### config.mk
export PLATFORM = sky130hd
export DESIGN_NAME = cbd_core
export DESIGN_NICKNAME = d
export VERILOG_FILES = /design/src/core/cbd_pkg.sv /design/src/core/cbd_alu_if.sv /design/src/core/cbd_alu.sv /design/src/core/cbd_core.sv
export SDC_FILE = /design/constraint.sdc
export NUM_CORES = 1
export LEC_CHECK = 0
export BUFFER_PORTS_ARGS = -buffer_cell sky130_fd_sc_hd__buf_2
export CAP_MARGIN = 20
export CORE_ASPECT_RATIO = 1.2
export CORE_MARGIN = 2
export CORE_UTILIZATION = 40
export CTS_BUF_LIST = sky130_fd_sc_hd__clkbuf_8
export DETAILED_ROUTE_END_ITERATION = 8
export PLACE_DENSITY = 0.67
export SKIP_CTS_REPAIR_TIMING = 1
export SLEW_MARGIN = 25
export SYNTH_ARGS = -nofsm -noshare
export SYNTH_HDL_FRONTEND = slang
export SYNTH_HIERARCHICAL = 1
export SYNTH_SLANG_ARGS = --single-unit
export TNS_END_PERCENT = 50
### constraint.sdc
create_clock -name core_clk -period 16.25 [get_ports core_clk]
set_input_delay 0 -clock core_clk [delete_from_list [all_inputs] [get_ports core_clk]]
set_output_delay 0 -clock core_clk [all_outputs]
set_load 0.005 [all_outputs]
### src/core/cbd_pkg.sv
// Shared constants and types for the branch, bit and control decode core
package cbd_pkg;

   // ----------------------------------------------------------------
   // Sequencer states (Gray along fetch, operand, read, write path)
   // ----------------------------------------------------------------
   typedef enum logic [2:0]
   {
      ST_FETCH = 3'b000,
      ST_OPR1  = 3'b001,
      ST_OPR2  = 3'b011,
      ST_READ  = 3'b010,
      ST_WRITE = 3'b110,
      ST_PUSH  = 3'b111,
      ST_PAD   = 3'b101,
      ST_HALT  = 3'b100
   } cbd_state_t;

   typedef enum logic [2:0]
   {
      ALU_ADC  = 3'd0,
      ALU_ADD  = 3'd1,
      ALU_AND  = 3'd2,
      ALU_SHL  = 3'd3,
      ALU_SHR  = 3'd4
   } cbd_alu_op_t;

   // ----------------------------------------------------------------
   // Opcode fields
   // ----------------------------------------------------------------
   localparam logic [3:0] LO_ADC     = 4'h9;
   localparam logic [3:0] LO_ADD     = 4'hB;
   localparam logic [3:0] LO_AND     = 4'h4;
   localparam logic [3:0] LO_SHL     = 4'h8;
   localparam logic [3:0] LO_SHR     = 4'h7;
   localparam logic [3:0] HI_BITBR   = 4'h0;
   localparam logic [3:0] HI_BITMOD  = 4'h1;
   localparam logic [3:0] HI_IMM     = 4'hA;
   localparam logic [3:0] HI_DIR     = 4'hB;
   localparam logic [3:0] HI_EXT     = 4'hC;
   localparam logic [3:0] HI_IX2     = 4'hD;
   localparam logic [3:0] HI_IX1     = 4'hE;
   localparam logic [3:0] HI_IX      = 4'hF;
   localparam logic [3:0] HI_SDIR    = 4'h3;
   localparam logic [3:0] HI_SINA    = 4'h4;
   localparam logic [3:0] HI_SINX    = 4'h5;
   localparam logic [3:0] HI_SIX1    = 4'h6;
   localparam logic [3:0] HI_SIX     = 4'h7;
   localparam logic [7:0] OP_BR_C0   = 8'h24;
   localparam logic [7:0] OP_BR_C1   = 8'h25;
   localparam logic [7:0] OP_BR_EQ   = 8'h27;
   localparam logic [7:0] OP_BR_H0   = 8'h28;
   // Arbitrary defaults for opcodes not fixed here; top parameters
   localparam logic [7:0] OP_JUMP_DFLT = 8'h90;
   localparam logic [7:0] OP_CALL_DFLT = 8'h91;
   localparam logic [7:0] OP_STOP_DFLT = 8'h92;
   localparam logic [7:0] OP_WAIT_DFLT = 8'h93;

   // ----------------------------------------------------------------
   // Cycle counts and reset values
   // ----------------------------------------------------------------
   localparam logic [2:0] CYC_IMM    = 3'd2;
   localparam logic [2:0] CYC_DIR    = 3'd3;
   localparam logic [2:0] CYC_EXT    = 3'd4;
   localparam logic [2:0] CYC_IX2    = 3'd5;
   localparam logic [2:0] CYC_IX1    = 3'd4;
   localparam logic [2:0] CYC_IX     = 3'd3;
   localparam logic [2:0] CYC_SDIR   = 3'd5;
   localparam logic [2:0] CYC_SINH   = 3'd3;
   localparam logic [2:0] CYC_SIX1   = 3'd6;
   localparam logic [2:0] CYC_SIX    = 3'd5;
   localparam logic [2:0] CYC_REL    = 3'd3;
   localparam logic [2:0] CYC_BITBR  = 3'd5;
   localparam logic [2:0] CYC_BITMOD = 3'd5;
   localparam logic [2:0] CYC_JUMP   = 3'd3;
   localparam logic [2:0] CYC_CALL   = 3'd5;
   localparam logic [2:0] CYC_CTRL   = 3'd2;
   localparam logic [2:0] CYC_UNDEF  = 3'd1;
   localparam logic [15:0] PC_RESET  = 16'h0000;
   localparam logic [7:0]  SP_RESET  = 8'hFF;

endpackage

### src/core/cbd_alu_if.sv
// Operand and result bundle between the sequencer and its arithmetic unit
`timescale 1ns/1ps
interface cbd_alu_if;
   import cbd_pkg::*;
   cbd_alu_op_t op;
   logic [7:0]  a;
   logic [7:0]  m;
   logic        cin;
   logic [7:0]  res;
   logic        h;
   logic        n;
   logic        z;
   logic        c;
   modport seq (output op, a, m, cin, input res, h, n, z, c);
   modport alu (input op, a, m, cin, output res, h, n, z, c);
endinterface

### src/core/cbd_alu.sv
// Add, logical and, and arithmetic shift unit with condition flags
`timescale 1ns/1ps
module cbd_alu
(
   cbd_alu_if.alu p
);
   import cbd_pkg::*;

   logic [8:0] sum;
   logic [4:0] low_sum;
   logic       use_cin;

   // Carry only enters for the add-with-carry form
   assign use_cin = (p.op == ALU_ADC) ? p.cin : 1'b0;
   assign sum     = {1'b0, p.a} + {1'b0, p.m} + {8'h00, use_cin};
   assign low_sum = {1'b0, p.a[3:0]} + {1'b0, p.m[3:0]} + {4'h0, use_cin};

   // Result select
   assign p.res = (p.op == ALU_AND) ? (p.a & p.m) :
                  (p.op == ALU_SHL) ? {p.m[6:0], 1'b0} :
                  (p.op == ALU_SHR) ? {p.m[7], p.m[7:1]} :
                  sum[7:0];

   // Flags; shifts carry out the bit that falls off
   assign p.h = low_sum[4];
   assign p.n = p.res[7];
   assign p.z = (p.res == 8'h00);
   assign p.c = (p.op == ALU_SHL) ? p.m[7] :
                (p.op == ALU_SHR) ? p.m[0] :
                sum[8];

endmodule

### src/core/cbd_core.sv
// Sequencer for branch, bit, add/and/shift and stop/wait instructions
`timescale 1ns/1ps
module cbd_core
#(
   parameter logic [7:0] JUMP_OPCODE = cbd_pkg::OP_JUMP_DFLT,
   parameter logic [7:0] CALL_OPCODE = cbd_pkg::OP_CALL_DFLT,
   parameter logic [7:0] STOP_OPCODE = cbd_pkg::OP_STOP_DFLT,
   parameter logic [7:0] WAIT_OPCODE = cbd_pkg::OP_WAIT_DFLT
)
(
   input  wire logic        core_clk,
   input  wire logic        sys_rst,
   input  wire logic        core_ce,
   output logic [15:0]      mem_addr,
   input  wire logic [7:0]  mem_rdata,
   output logic [7:0]       mem_wdata,
   output logic             mem_we,
   input  wire logic        irq_pin_n,
   input  wire logic        int_req,
   output logic             osc_run,
   output logic             cpu_clk_run
);
   import cbd_pkg::*;

   // ----------------------------------------------------------------
   // State
   // ----------------------------------------------------------------
   cbd_state_t  st_r, st_nxt;
   logic [15:0] pc_r, pc_nxt, addr_r, addr_nxt;
   logic [7:0]  op_r, op_nxt, o1_r, o1_nxt, o2_r, o2_nxt;
   logic [7:0]  a_r, a_nxt, x_r, x_nxt, sp_r, sp_nxt, wdata_r, wdata_nxt;
   logic        h_r, h_nxt, i_r, i_nxt, n_r, n_nxt, z_r, z_nxt, c_r, c_nxt;
   logic        we_r, we_nxt, osc_r, osc_nxt, run_r, run_nxt;
   logic [2:0]  cyc_r, cyc_nxt;
   logic        irq_s1_r, irq_s2_r;
   logic        done;

   cbd_alu_if alu_bus ();
   cbd_alu u_alu (.p(alu_bus));

   // ----------------------------------------------------------------
   // Decode
   // ----------------------------------------------------------------
   logic [7:0]  opc, o1_v, o2_v, off_v, mod_byte;
   logic [3:0]  hi, lo;
   logic [2:0]  bit_n, cyc_need;
   logic [1:0]  n_opr;
   logic [15:0] eff_addr, pc_inc, off_ext, jump_dest;
   logic        is_bitbr, is_bitmod, is_rel, is_shift, is_alu, sh_inh, is_dir_m;
   logic        is_jump, is_call, is_stop, is_wait, need_rd, need_wr, exec_now;
   logic        br_cond, bit_val, bit_hit, wake;

   // Opcode is live on the bus in the fetch cycle, held afterwards
   assign opc       = (st_r == ST_FETCH) ? mem_rdata : op_r;
   assign hi        = opc[7:4];
   assign lo        = opc[3:0];
   assign is_bitbr  = (hi == HI_BITBR);
   assign is_bitmod = (hi == HI_BITMOD);
   assign is_rel    = (opc == OP_BR_C0) || (opc == OP_BR_C1) ||
                      (opc == OP_BR_EQ) || (opc == OP_BR_H0);
   assign is_shift  = (hi >= HI_SDIR) && (hi <= HI_SIX) && ((lo == LO_SHL) || (lo == LO_SHR));
   assign is_alu    = (hi >= HI_IMM) && ((lo == LO_ADC) || (lo == LO_ADD) || (lo == LO_AND));
   assign sh_inh    = is_shift && ((hi == HI_SINA) || (hi == HI_SINX));
   assign is_jump   = (opc == JUMP_OPCODE);
   assign is_call   = (opc == CALL_OPCODE);
   assign is_stop   = (opc == STOP_OPCODE);
   assign is_wait   = (opc == WAIT_OPCODE);

   // Operand bytes, memory read and write-back per class
   assign n_opr = (is_bitbr || is_jump || is_call ||
                   (is_alu && ((hi == HI_EXT) || (hi == HI_IX2)))) ? 2'd2 :
                  (is_bitmod || is_rel || (is_shift && ((hi == HI_SDIR) || (hi == HI_SIX1))) ||
                   (is_alu && ((hi == HI_IMM) || (hi == HI_DIR) || (hi == HI_IX1)))) ? 2'd1 :
                  2'd0;
   assign need_rd = is_bitbr || is_bitmod || (is_shift && !sh_inh) || (is_alu && (hi != HI_IMM));
   assign need_wr = is_bitmod || (is_shift && !sh_inh);

   // Required cycle count per opcode; short sequences are padded
   assign cyc_need = is_rel    ? CYC_REL :
                     is_bitbr  ? CYC_BITBR :
                     is_bitmod ? CYC_BITMOD :
                     is_jump   ? CYC_JUMP :
                     is_call   ? CYC_CALL :
                     (is_stop || is_wait) ? CYC_CTRL :
                     (is_shift && (hi == HI_SDIR)) ? CYC_SDIR :
                     sh_inh                        ? CYC_SINH :
                     (is_shift && (hi == HI_SIX1)) ? CYC_SIX1 :
                     is_shift                      ? CYC_SIX :
                     (is_alu && (hi == HI_IMM)) ? CYC_IMM :
                     (is_alu && (hi == HI_DIR)) ? CYC_DIR :
                     (is_alu && (hi == HI_EXT)) ? CYC_EXT :
                     (is_alu && (hi == HI_IX2)) ? CYC_IX2 :
                     (is_alu && (hi == HI_IX1)) ? CYC_IX1 :
                     is_alu                     ? CYC_IX :
                     CYC_UNDEF;

   // Effective address; operand bytes may still be on the bus
   assign o1_v     = (st_r == ST_OPR1) ? mem_rdata : o1_r;
   assign o2_v     = (st_r == ST_OPR2) ? mem_rdata : o2_r;
   assign is_dir_m = is_bitbr || is_bitmod || (is_shift && (hi == HI_SDIR)) ||
                     (is_alu && (hi == HI_DIR));
   assign eff_addr = is_dir_m ? {8'h00, o1_v} :
                     (hi == HI_IX2) ? ({o1_v, o2_v} + {8'h00, x_r}) :
                     (hi == HI_EXT) ? {o1_v, o2_v} :
                     ((hi == HI_IX1) || (hi == HI_SIX1)) ? ({8'h00, o1_v} + {8'h00, x_r}) :
                     {8'h00, x_r};

   // Branch arithmetic; pc_inc points past a relative branch's offset byte, pc_r past a bit branch's
   assign pc_inc     = pc_r + 16'd1;
   assign off_v      = (st_r == ST_OPR1) ? mem_rdata : o2_r;
   assign off_ext    = {{8{off_v[7]}}, off_v};
   assign jump_dest  = {o1_r, mem_rdata};
   assign br_cond    = ((opc == OP_BR_C0) && !c_r) ||
                       ((opc == OP_BR_C1) && c_r) ||
                       ((opc == OP_BR_EQ) && z_r) ||
                       ((opc == OP_BR_H0) && !h_r);

   // Bit number and polarity sit in the opcode: even tests or sets a one
   assign bit_n   = opc[3:1];
   assign bit_val = mem_rdata[bit_n];
   assign bit_hit = (bit_val == !opc[0]);

   genvar gi;
   generate
      for (gi = 0; gi < 8; gi = gi + 1)
      begin : g_mod
         assign mod_byte[gi] = (bit_n == gi) ? !opc[0] : mem_rdata[gi];
      end
   endgenerate

   // Arithmetic unit operands
   assign alu_bus.op  = !is_alu ? ((lo == LO_SHL) ? ALU_SHL : ALU_SHR) :
                        (lo == LO_ADC) ? ALU_ADC : (lo == LO_ADD) ? ALU_ADD : ALU_AND;
   assign alu_bus.a   = a_r;
   assign alu_bus.m   = !sh_inh ? mem_rdata : (hi == HI_SINA) ? a_r : x_r;
   assign alu_bus.cin = c_r;

   // Last data of the instruction is present this cycle
   assign exec_now = ((st_r == ST_FETCH) && (n_opr == 2'd0) && !need_rd) ||
                     ((st_r == ST_OPR1) && (n_opr == 2'd1) && !need_rd) ||
                     ((st_r == ST_OPR2) && (n_opr == 2'd2) && !need_rd) ||
                     (st_r == ST_READ);

   // Stop wakes only on the pin; wait also on an internal request
   assign wake = !irq_s2_r || (osc_r && int_req);

   // ----------------------------------------------------------------
   // Next-state logic
   // ----------------------------------------------------------------
   always_comb
   begin
      st_nxt = st_r;   pc_nxt = pc_r;   addr_nxt = addr_r;  we_nxt = 1'b0;
      wdata_nxt = wdata_r;  op_nxt = op_r;  o1_nxt = o1_r;  o2_nxt = o2_r;
      a_nxt = a_r;  x_nxt = x_r;  sp_nxt = sp_r;
      h_nxt = h_r;  i_nxt = i_r;  n_nxt = n_r;  z_nxt = z_r;  c_nxt = c_r;
      osc_nxt = osc_r;  run_nxt = run_r;  done = 1'b0;
      case (st_r)
         ST_FETCH:
         begin
            op_nxt = mem_rdata;  pc_nxt = pc_inc;  addr_nxt = pc_inc;
            if (n_opr != 2'd0) st_nxt = ST_OPR1;
            else if (need_rd)
            begin
               st_nxt = ST_READ;
               addr_nxt = eff_addr;
            end
            else done = 1'b1;
         end
         ST_OPR1:
         begin
            o1_nxt = mem_rdata;  pc_nxt = pc_inc;  addr_nxt = pc_inc;
            if (n_opr == 2'd2) st_nxt = ST_OPR2;
            else if (need_rd)
            begin
               st_nxt = ST_READ;
               addr_nxt = eff_addr;
            end
            else done = 1'b1;
         end
         ST_OPR2:
         begin
            o2_nxt = mem_rdata;  pc_nxt = pc_inc;  addr_nxt = pc_inc;
            if (need_rd)
            begin
               st_nxt = ST_READ;
               addr_nxt = eff_addr;
            end
            else if (is_call)
            begin
               // Return address low byte first, high byte kept in o1
               st_nxt = ST_PUSH;  addr_nxt = {8'h00, sp_r};  we_nxt = 1'b1;
               wdata_nxt = pc_inc[7:0];  o1_nxt = pc_inc[15:8];
               sp_nxt = sp_r - 8'd1;  pc_nxt = jump_dest;
            end
            else done = 1'b1;
         end
         ST_READ:
         begin
            if (need_wr)
            begin
               st_nxt = ST_WRITE;  we_nxt = 1'b1;
               wdata_nxt = is_bitmod ? mod_byte : alu_bus.res;
            end
            else done = 1'b1;
         end
         ST_PUSH:
         begin
            st_nxt = ST_WRITE;  addr_nxt = {8'h00, sp_r};  we_nxt = 1'b1;
            wdata_nxt = o1_r;  sp_nxt = sp_r - 8'd1;
         end
         ST_HALT:
         begin
            if (wake)
            begin
               st_nxt = ST_FETCH;  osc_nxt = 1'b1;  run_nxt = 1'b1;
            end
         end
         default: done = 1'b1;                                              // Write and pad
      endcase

      // Execution effects at the cycle the last operand is present
      if (exec_now)
      begin
         if (is_alu)
         begin
            a_nxt = alu_bus.res;  n_nxt = alu_bus.n;  z_nxt = alu_bus.z;
            if (lo != LO_AND)
            begin
               h_nxt = alu_bus.h;  c_nxt = alu_bus.c;
            end
         end
         if (is_shift)
         begin
            n_nxt = alu_bus.n;  z_nxt = alu_bus.z;  c_nxt = alu_bus.c;
            if (hi == HI_SINA) a_nxt = alu_bus.res;
            if (hi == HI_SINX) x_nxt = alu_bus.res;
         end
         if (is_rel && br_cond) pc_nxt = pc_inc + off_ext;
         if (is_bitbr)
         begin
            c_nxt = bit_val;
            if (bit_hit) pc_nxt = pc_r + off_ext;
         end
         if (is_jump) pc_nxt = jump_dest;
         if (is_stop)
         begin
            i_nxt = 1'b0;  osc_nxt = 1'b0;  run_nxt = 1'b0;
         end
         if (is_wait)
         begin
            i_nxt = 1'b0;  run_nxt = 1'b0;
         end
      end

      // Finish: pad to the required count, then fetch or halt
      if (done)
      begin
         addr_nxt = pc_nxt;
         if (cyc_r < (cyc_need - 3'd1)) st_nxt = ST_PAD;
         else if (is_stop || is_wait) st_nxt = ST_HALT;
         else st_nxt = ST_FETCH;
      end
      cyc_nxt = (st_nxt == ST_FETCH) ? 3'd0 : (cyc_r + 3'd1);
   end

   // ----------------------------------------------------------------
   // Registers; the clock enable freezes everything
   // ----------------------------------------------------------------
   always_ff @(posedge core_clk or posedge sys_rst)
   begin
      if (sys_rst)
      begin
         st_r <= ST_FETCH;  pc_r <= PC_RESET;  addr_r <= PC_RESET;  we_r <= 1'b0;
         wdata_r <= 8'h00;  op_r <= 8'h00;  o1_r <= 8'h00;  o2_r <= 8'h00;
         a_r <= 8'h00;  x_r <= 8'h00;  sp_r <= SP_RESET;  cyc_r <= 3'd0;
         h_r <= 1'b0;  i_r <= 1'b1;  n_r <= 1'b0;  z_r <= 1'b0;  c_r <= 1'b0;
         osc_r <= 1'b1;  run_r <= 1'b1;  irq_s1_r <= 1'b1;  irq_s2_r <= 1'b1;
      end
      else if (core_ce)
      begin
         st_r <= st_nxt;  pc_r <= pc_nxt;  addr_r <= addr_nxt;  we_r <= we_nxt;
         wdata_r <= wdata_nxt;  op_r <= op_nxt;  o1_r <= o1_nxt;  o2_r <= o2_nxt;
         a_r <= a_nxt;  x_r <= x_nxt;  sp_r <= sp_nxt;  cyc_r <= cyc_nxt;
         h_r <= h_nxt;  i_r <= i_nxt;  n_r <= n_nxt;  z_r <= z_nxt;  c_r <= c_nxt;
         osc_r <= osc_nxt;  run_r <= run_nxt;
         irq_s1_r <= irq_pin_n;  irq_s2_r <= irq_s1_r;                      // Pin synchroniser
      end
   end

   assign mem_addr    = addr_r;
   assign mem_wdata   = wdata_r;
   assign mem_we      = we_r;
   assign osc_run     = osc_r;
   assign cpu_clk_run = run_r;
endmodule

# ---- Word level (Yosys, flattened, before mapping)
# Index checks and enable logic that the tools add are counted.
dict set report op_classes {
  n_eq_ne 46
  n_reduce_logical 92
  add_sub_neg 12
  bitwise 1
  order_cmp 5
  n_mux 115
}
# op count
set ops {}
lappend ops {{16-bit 2-to-1 mux} 16}
lappend ops {{8-bit 2-to-1 mux} 20}
lappend ops {{3-bit 2-to-1 mux} 28}
lappend ops {{16-bit case mux with 4 select lines} 1}
lappend ops {{1-bit 2-to-1 mux} 37}
lappend ops {{16-bit adder} 2}
lappend ops {{4-bit == test, second input constant} 8}
lappend ops {{8-bit by 6-bit == test with 1-bit output, second input constant} 4}
lappend ops {{8-bit == test, second input constant} 4}
lappend ops {{1-bit logical OR} 32}
lappend ops {{16-bit case mux with 2 select lines} 1}
lappend ops {{8-bit case mux with 2 select lines} 2}
lappend ops {{1-bit logical AND} 28}
lappend ops {{8-bit case mux with 3 select lines} 1}
lappend ops {{3-bit == test, second input constant} 7}
lappend ops {{4-bit by 3-bit == test with 1-bit output, second input constant} 5}
lappend ops {{4-bit AND reduction} 5}
lappend ops {{8-bit by 8-bit adder with 9-bit output} 2}
lappend ops {{3-bit by 2-bit == test with 1-bit output, second input constant} 6}
lappend ops {{3-bit case mux with 6 select lines} 1}
lappend ops {{16-bit by 1-bit adder with 16-bit output, second input constant} 1}
lappend ops {{16-bit by 8-bit adder with 16-bit output} 1}
lappend ops {{3-bit logical NOT} 4}
lappend ops {{9-bit by 1-bit adder with 9-bit output} 1}
lappend ops {{36 further kinds} 54}
dict set report word_totals {
  ff_bits 102
  word_cells 290
  output_inout_bits 27
  input_bits 13
}

# ---- Logic depth before layout (Yosys ltp)
dict set report logic_depth {
  ltp_word 28
  ltp_mapped 27
  mapped_depth_nobuf 21
}

# ---- Hierarchy
# Netlist, hierarchy kept.
# mod cells_per_inst area_each_um2 instances seq_area_each_um2
set modules_own_cells {}
lappend modules_own_cells {cbd_core 1416 10908.0 1 2567.5}
lappend modules_own_cells {cbd_alu 109 802.0 1 0.0}

# ---- Worst setup path after synthesis
# OpenSTA, ideal clock, no wires.
dict set report synth_path {
  path_type {reg-to-reg}
  start {register st_r[1]}
  end {register z_r}
  arrival_time_ns 5.392
  stages_incl_launch_ff 23
  required_ns 16.185
  path_slack_ns 10.794
  path_cell_list {dfrtp_1 buf_2 nor3_4 buf_4 clkbuf_1 buf_1 clkbuf_1 nand2_1 and3_1 nor2_1 clkbuf_1 nor2_1 nand3_1 fa_1 inv_1 fa_1 a21oi_1 o2111ai_1 xor2_1 a221o_1 or4_1 nor4_2 mux2_2}
}
dict set report synth_between {
  elab_cells_between_ends 98
  cone_classes {2 x add/sub; 3 x order compare; 30 x eq/ne; 15 x mux; 1 x bitwise; 47 x reduce/logical}
}
# element line_no
set synth_lines {}
lappend synth_lines {{from (decl)} cbd_core.sv:28} ;# cbd_state_t st_r, st_nxt;
lappend synth_lines {{from (signal assigned)} cbd_core.sv:281} ;# st_r <= st_nxt; pc_r <= pc_nxt; addr_r <= addr_nxt; we_r <= we_nxt;
lappend synth_lines {{3-bit logical NOT (*)} cbd_core.sv:54} ;# assign opc = (st_r == ST_FETCH) ? mem_rdata : op_r;
lappend synth_lines {{8-bit 2-to-1 mux (*)} --}
lappend synth_lines {{parallel branches: the longest is 4 deep, another holds 4-bit >= comparator} --}
lappend synth_lines {{3-bit 2-to-1 mux (*)} cbd_core.sv:132} ;# assign alu_bus.op = !is_alu ? ((lo == LO_SHL) ? ALU_SHL : ALU_SHR) :
lappend synth_lines {{net alu_bus.op[2]} cbd_alu_if.sv:5} ;# cbd_alu_op_t op;
lappend synth_lines {{3-bit logical NOT} cbd_alu.sv:14} ;# assign use_cin = (p.op == ALU_ADC) ? p.cin : 1'b0;
lappend synth_lines {{1-bit 2-to-1 mux} cbd_alu.sv:14}
lappend synth_lines {{9-bit by 1-bit adder with 9-bit output} cbd_alu.sv:15} ;# assign sum = {1'b0, p.a} + {1'b0, p.m} + {8'h00, use_cin};
lappend synth_lines {{8-bit 2-to-1 mux} cbd_alu.sv:21} ;# (p.op == ALU_SHR) ? {p.m[7], p.m[7:1]} :
lappend synth_lines {{8-bit 2-to-1 mux} cbd_alu.sv:20} ;# (p.op == ALU_SHL) ? {p.m[6:0], 1'b0} :
lappend synth_lines {{8-bit 2-to-1 mux (*)} cbd_alu.sv:19} ;# assign p.res = (p.op == ALU_AND) ? (p.a & p.m) :
lappend synth_lines {{net alu_bus.res[6]} cbd_alu_if.sv:9} ;# logic [7:0] res;
lappend synth_lines {{8-bit logical NOT (*)} cbd_alu.sv:27} ;# assign p.z = (p.res == 8'h00);
lappend synth_lines {{net alu_bus.z} cbd_alu_if.sv:12} ;# logic z;
lappend synth_lines {{1-bit 2-to-1 mux} cbd_core.sv:224} ;# if (is_alu)
lappend synth_lines {{1-bit 2-to-1 mux (*)} cbd_core.sv:232} ;# if (is_shift)
lappend synth_lines {{to (signal assigned)} cbd_core.sv:284} ;# h_r <= h_nxt; i_r <= i_nxt; n_r <= n_nxt; z_r <= z_nxt; c_r <= c_nxt;
lappend synth_lines {{to (decl)} cbd_core.sv:32} ;# logic h_r, h_nxt, i_r, i_nxt, n_r, n_nxt, z_r, z_nxt, c_r, c_nxt;
# Mark *: on every way through the listed nets, which the timed path passes. The select of a mux whose other input is x is not followed.
# A chain may end at the register's enable or synchronous reset.

# ---- Final worst setup path
dict set report layout_path {
  start {register st_r[0]}
  end {register wdata_r[4] (netlist: mem_wdata[4])}
}
dict set report layout_between {
  elab_cells_between_ends 62
  cone_classes {2 x add/sub; 3 x order compare; 20 x eq/ne; 15 x mux; 1 x bitwise; 21 x reduce/logical}
}
# element line_no
set layout_lines {}
lappend layout_lines {{3-bit logical NOT (*)} cbd_core.sv:54}
lappend layout_lines {{8-bit 2-to-1 mux (*)} --}
lappend layout_lines {{4-bit by 2-bit >= comparator with 1-bit output, or another cell as far along} cbd_core.sv:61} ;# assign is_shift = (hi >= HI_SDIR) && (hi <= HI_SIX) && ((lo == LO_SHL) || (lo == LO_SHR));
lappend layout_lines {{1-bit logical AND / 1-bit logical OR (equally long branches)} cbd_core.sv:61}
lappend layout_lines {{1-bit logical AND} cbd_core.sv:61}
lappend layout_lines {{1-bit logical AND} cbd_core.sv:63} ;# assign sh_inh = is_shift && ((hi == HI_SINA) || (hi == HI_SINX));
lappend layout_lines {{8-bit 2-to-1 mux (*)} cbd_core.sv:135} ;# assign alu_bus.m = !sh_inh ? mem_rdata : (hi == HI_SINA) ? a_r : x_r;
lappend layout_lines {{net alu_bus.m[0]} cbd_alu_if.sv:7} ;# logic [7:0] m;
lappend layout_lines {{8-bit by 8-bit adder with 9-bit output (*)} cbd_alu.sv:15}
lappend layout_lines {{9-bit by 1-bit adder with 9-bit output (*)} cbd_alu.sv:15}
lappend layout_lines {{8-bit 2-to-1 mux (*)} cbd_alu.sv:21}
lappend layout_lines {{8-bit 2-to-1 mux (*)} cbd_alu.sv:20}
lappend layout_lines {{8-bit 2-to-1 mux (*)} cbd_alu.sv:19}
lappend layout_lines {{net alu_bus.res[4]} cbd_alu_if.sv:9}
lappend layout_lines {{8-bit 2-to-1 mux (*)} cbd_core.sv:202} ;# wdata_nxt = is_bitmod ? mod_byte : alu_bus.res;
lappend layout_lines {{8-bit 2-to-1 mux (*)} cbd_core.sv:199} ;# if (need_wr)
lappend layout_lines {{8-bit case mux with 3 select lines (*)} cbd_core.sv:157} ;# case (st_r)
lappend layout_lines {{to (signal assigned)} cbd_core.sv:282} ;# wdata_r <= wdata_nxt; op_r <= op_nxt; o1_r <= o1_nxt; o2_r <= o2_nxt;
lappend layout_lines {{to (decl)} cbd_core.sv:31} ;# logic [7:0] a_r, a_nxt, x_r, x_nxt, sp_r, sp_nxt, wdata_r, wdata_nxt;
# The timed path passes the listed nets; every way through them passes the cells marked *. The select of a mux whose other input is x is not followed.

==> impl_results.md <==
* TNS Setup at 0 ns
* CTS tree: yes
* Commonest cells after routing, fill and taps aside: nand2_1 (147), nor2_1 (138), o21ai_0 (124)
* Primary FF master, synth: dfrtp_1
* Initial Util at 40.72%
* Vias after detailed routing at 12589
* Core area at 28760 um2
* Total CTS buffers at 9
* Total clock sinks at 102
* Critical Path End Type: flop
* Initial antenna violation count at 0
* FP Rows at 68
* PwrDens at 259.1 nW/um2
* Layout net count at 1584
* Final WL at 46.80 mm
* Synthesized area per cell at 7.679 um2
* Slew Limit Fails at 0
* Worst EP required at 16.58 ns
* Setup repair after global routing missed its margin: false
* WP data arrival at 6.89 ns
* Period utilisation layout at 40.35%
* Overall Global Routing Usage at 29.97%
* Commonest non-fill, non-tap cell in the layout: nand2_1
* Routed len/inst at 24.69 um
* IO buf count at 39
* TritonRoute pass-1 iters at 8
* Worst setup path endpoint: mem_wdata[4]
* GPL Wtd Cong at 1.029
* Worst R2R Start: st_r[0]
* CTS H-tree depth at 3
* Dpl hpwl at 34.43 mm
* DIE WIDTH at 160.2 um
* Share of layout cells above drive strength 1 at 11.39%
* Layout area overhead at 6.250%
* # diodes at 0
* Worst VDD drop at 0.09690 mV
* GR Overflow Total at 0
* DIE AREA at 30670 um2
* Run status: complete, no violations
* Max Cap Violations at 0
* CP startpoint: st_r[0]
* IO Count at 40
* Crit Path Category: flop to flop
* Worst Skew at 0.03046 ns
* Global-route wire length before repair at 70.99 mm
* DRT iter0 DRCs at 1514
* CTS clock-pin slew for the worst setup and hold paths at 0.13 ns
* Startpoint Class: flop
* Post-DRT Antenna Nets at 0
* Unique masters post-synth at 99
* Final-report setup violation count at 0
* Rel. slew slack at 29.43%
* Number of global-route vias before repair at 11908
* Clock buffer depth at 2
* Number of flops mapped to enable cells by yosys at 0
* Largest net degree at the start of global routing at 81
* R2R depth at 22
* Leakage at 5.014 nW
* Final Hold Fails at 0
* Post-synthesis sequential area ratio at 21.93%
* Reg-to-reg endpoint: mem_wdata[4]
* Reg2Reg Setup Slack at 9.69 ns
* Syn Nets at 1604
* Ys async rst share at 100.0%
* Synth Cell Area at 11710 um2
* HP Class: input port to flop
* Crit Path Max Fanout at 33
* Fmax at 152.5 MHz
* DR DRC count at 0
* Clk_lat worst skew at 0.42 ns
* Via/cell ratio at 6.643
* Final Hold Slack at 0.008402 ns
* Die Span Y at 191.4 um
* Final Core Density at 43.26%
* CTS root buffer: clkbuf_8
* Gate Count Post-Synth at 1525
* Synth Register Bits at 102
* Synth warnings at 6
* Period minus WS final at 6.557 ns
* Number of filler cells placed in the layout at 3060
* Measured slew at the worst slew-check pin at 1.055 ns
==> power breakdown <==
part / internal (mW) / switching, mW
combinational: 0.919 / 1.55
sequential: 0.373 / 0.202
clock: 0.0627 / 0.121
total: 1.35 / 1.87
==> per-stage QoR <==
stage	power (mW)	cell area, um2	setup slack, ns	cells
2_1_floorplan	2.246	11710	10.79	1525
5_1_grt	3.426	12440	9.195	1895
3_5_place_dp	2.960	12200	9.822	1877
3_3_place_gp	2.931	12200	9.950	1877
6_report	3.223	12440	9.693	1895
4_1_cts	3.147	12420	9.770	1893
==> flip-flops by register name (all words and copies together), names as in the netlist, 8 cells and up <==
| register | flops |
|---|---|
| x_r | 8 |
| pc_r | 16 |
| o1_r | 8 |
| mem_addr | 16 |
| o2_r | 8 |
| op_r | 8 |
| a_r | 8 |
| mem_wdata | 8 |
| sp_r | 8 |
==> worst max-delay path, stage by stage (launching register included) <==
cell	delay, ns
dfrtp_1	0.38
buf_4	0.24
nor3_4	0.62
buf_4	0.44
mux2i_1	0.45
nand2_1	0.10
nor2_1	0.77
mux2i_1	0.17
o21ai_0	0.44
inv_1	0.12
fa_1	0.45
inv_1	0.09
fa_1	0.22
a21oi_1	0.11
nor4b_1	0.30
nor4_1	0.10
a211oi_1	0.30
o32a_1	0.30
nor2_1	0.07
a41o_1	0.27
a221oi_1	0.25
o22ai_1	0.11
o21ai_0	0.15
==> per-layer routing <==
| layer | GRT usage [%] | part of all wire, % | up-vias | routed length, um |
|---|---|---|---|---|
| li1 | - | - | 5710 | - |
| met1 | 36.43 | 38 | 5952 | 17980 |
| met2 | 50.33 | 46 | 717 | 21420 |
| met3 | 4.513 | 8.8 | 210 | 4129 |
| met4 | 17.98 | 7.0 | 0 | 3268 |
| met5 | 0 | 0 | - | 0 |
==> Yosys cell counts (10+ instances only) <==
| master | count | share of area [%] |
|---|---|---|
| and3_1 | 18 | 0.96 |
| nand3_1 | 46 | 2.0 |
| or2_2 | 11 | 0.59 |
| mux2i_1 | 39 | 3.3 |
| nor2_1 | 138 | 4.4 |
| a31oi_1 | 17 | 0.91 |
| o22ai_1 | 24 | 1.3 |
| o31ai_1 | 11 | 0.71 |
| ha_1 | 60 | 6.4 |
| clkbuf_1 | 80 | 2.6 |
| or3_1 | 13 | 0.69 |
| nand4_1 | 10 | 0.53 |
| o21a_1 | 10 | 0.64 |
| nor3_1 | 38 | 1.6 |
| a221oi_1 | 19 | 1.4 |
| o21ai_0 | 125 | 5.3 |
| nor4b_1 | 11 | 0.82 |
| nand2_1 | 147 | 4.7 |
| o211ai_1 | 15 | 0.96 |
| a21oi_1 | 117 | 5.0 |
| inv_1 | 54 | 1.7 |
| xor2_1 | 23 | 1.7 |
| a211oi_1 | 22 | 1.4 |
| a21o_1 | 15 | 0.96 |
| nor2b_1 | 16 | 0.85 |
| dfstp_2 | 12 | 2.7 |
| mux2_2 | 38 | 3.7 |
| dfrtp_1 | 90 | 19 |
| nand2b_1 | 14 | 0.75 |
| nor4_1 | 10 | 0.53 |
| a221o_1 | 19 | 1.6 |
| xnor2_1 | 41 | 3.1 |
| a22oi_1 | 17 | 1.1 |
==> worst min path at each step <==
stage	slack (ns)	start	cells past startpoint	endpoint
after floorplan	0.15	irq_pin_n	1	irq_s1_r
after global placement	0.08	sys_rst	2	pc_r[12]
after detailed placement	0.09	sys_rst	2	pc_r[11]
after CTS	-0.36	sys_rst	2	pc_r[11]
after global routing	0.07	int_req	4	cpu_clk_run
final	0.008	int_req	4	cpu_clk_run
==> layout make-up <==
type / instances / area [um2] / area share [%]
timing repair buffer: 70 / 432.9 / 3.479
sequential: 102 / 2567 / 20.64
tap: 385 / 481.7 / 3.872
inverter: 56 / 212.7 / 1.710
multi-input combinational: 1266 / 8532 / 68.57
clock inverter: 7 / 91.34 / 0.7341
clock buffer: 9 / 123.9 / 0.9956
==> kinds of logic (layout without fill, tap and decap cells) <==
family | count (synthesis) | in the layout | synth area share, %
adders and majority gates | 66 | 66 | 7.437
xor gates and xnor gates | 64 | 64 | 4.787
and+or+nand+nor | 527 | 527 | 22.46
muxes | 79 | 79 | 7.373
DFF | 102 | 102 | 21.93
AOI/OAI and AO/OA | 530 | 530 | 30.72
buffers and inverters | 157 | 142 | 5.300
(Power assumes the default switching activity.)
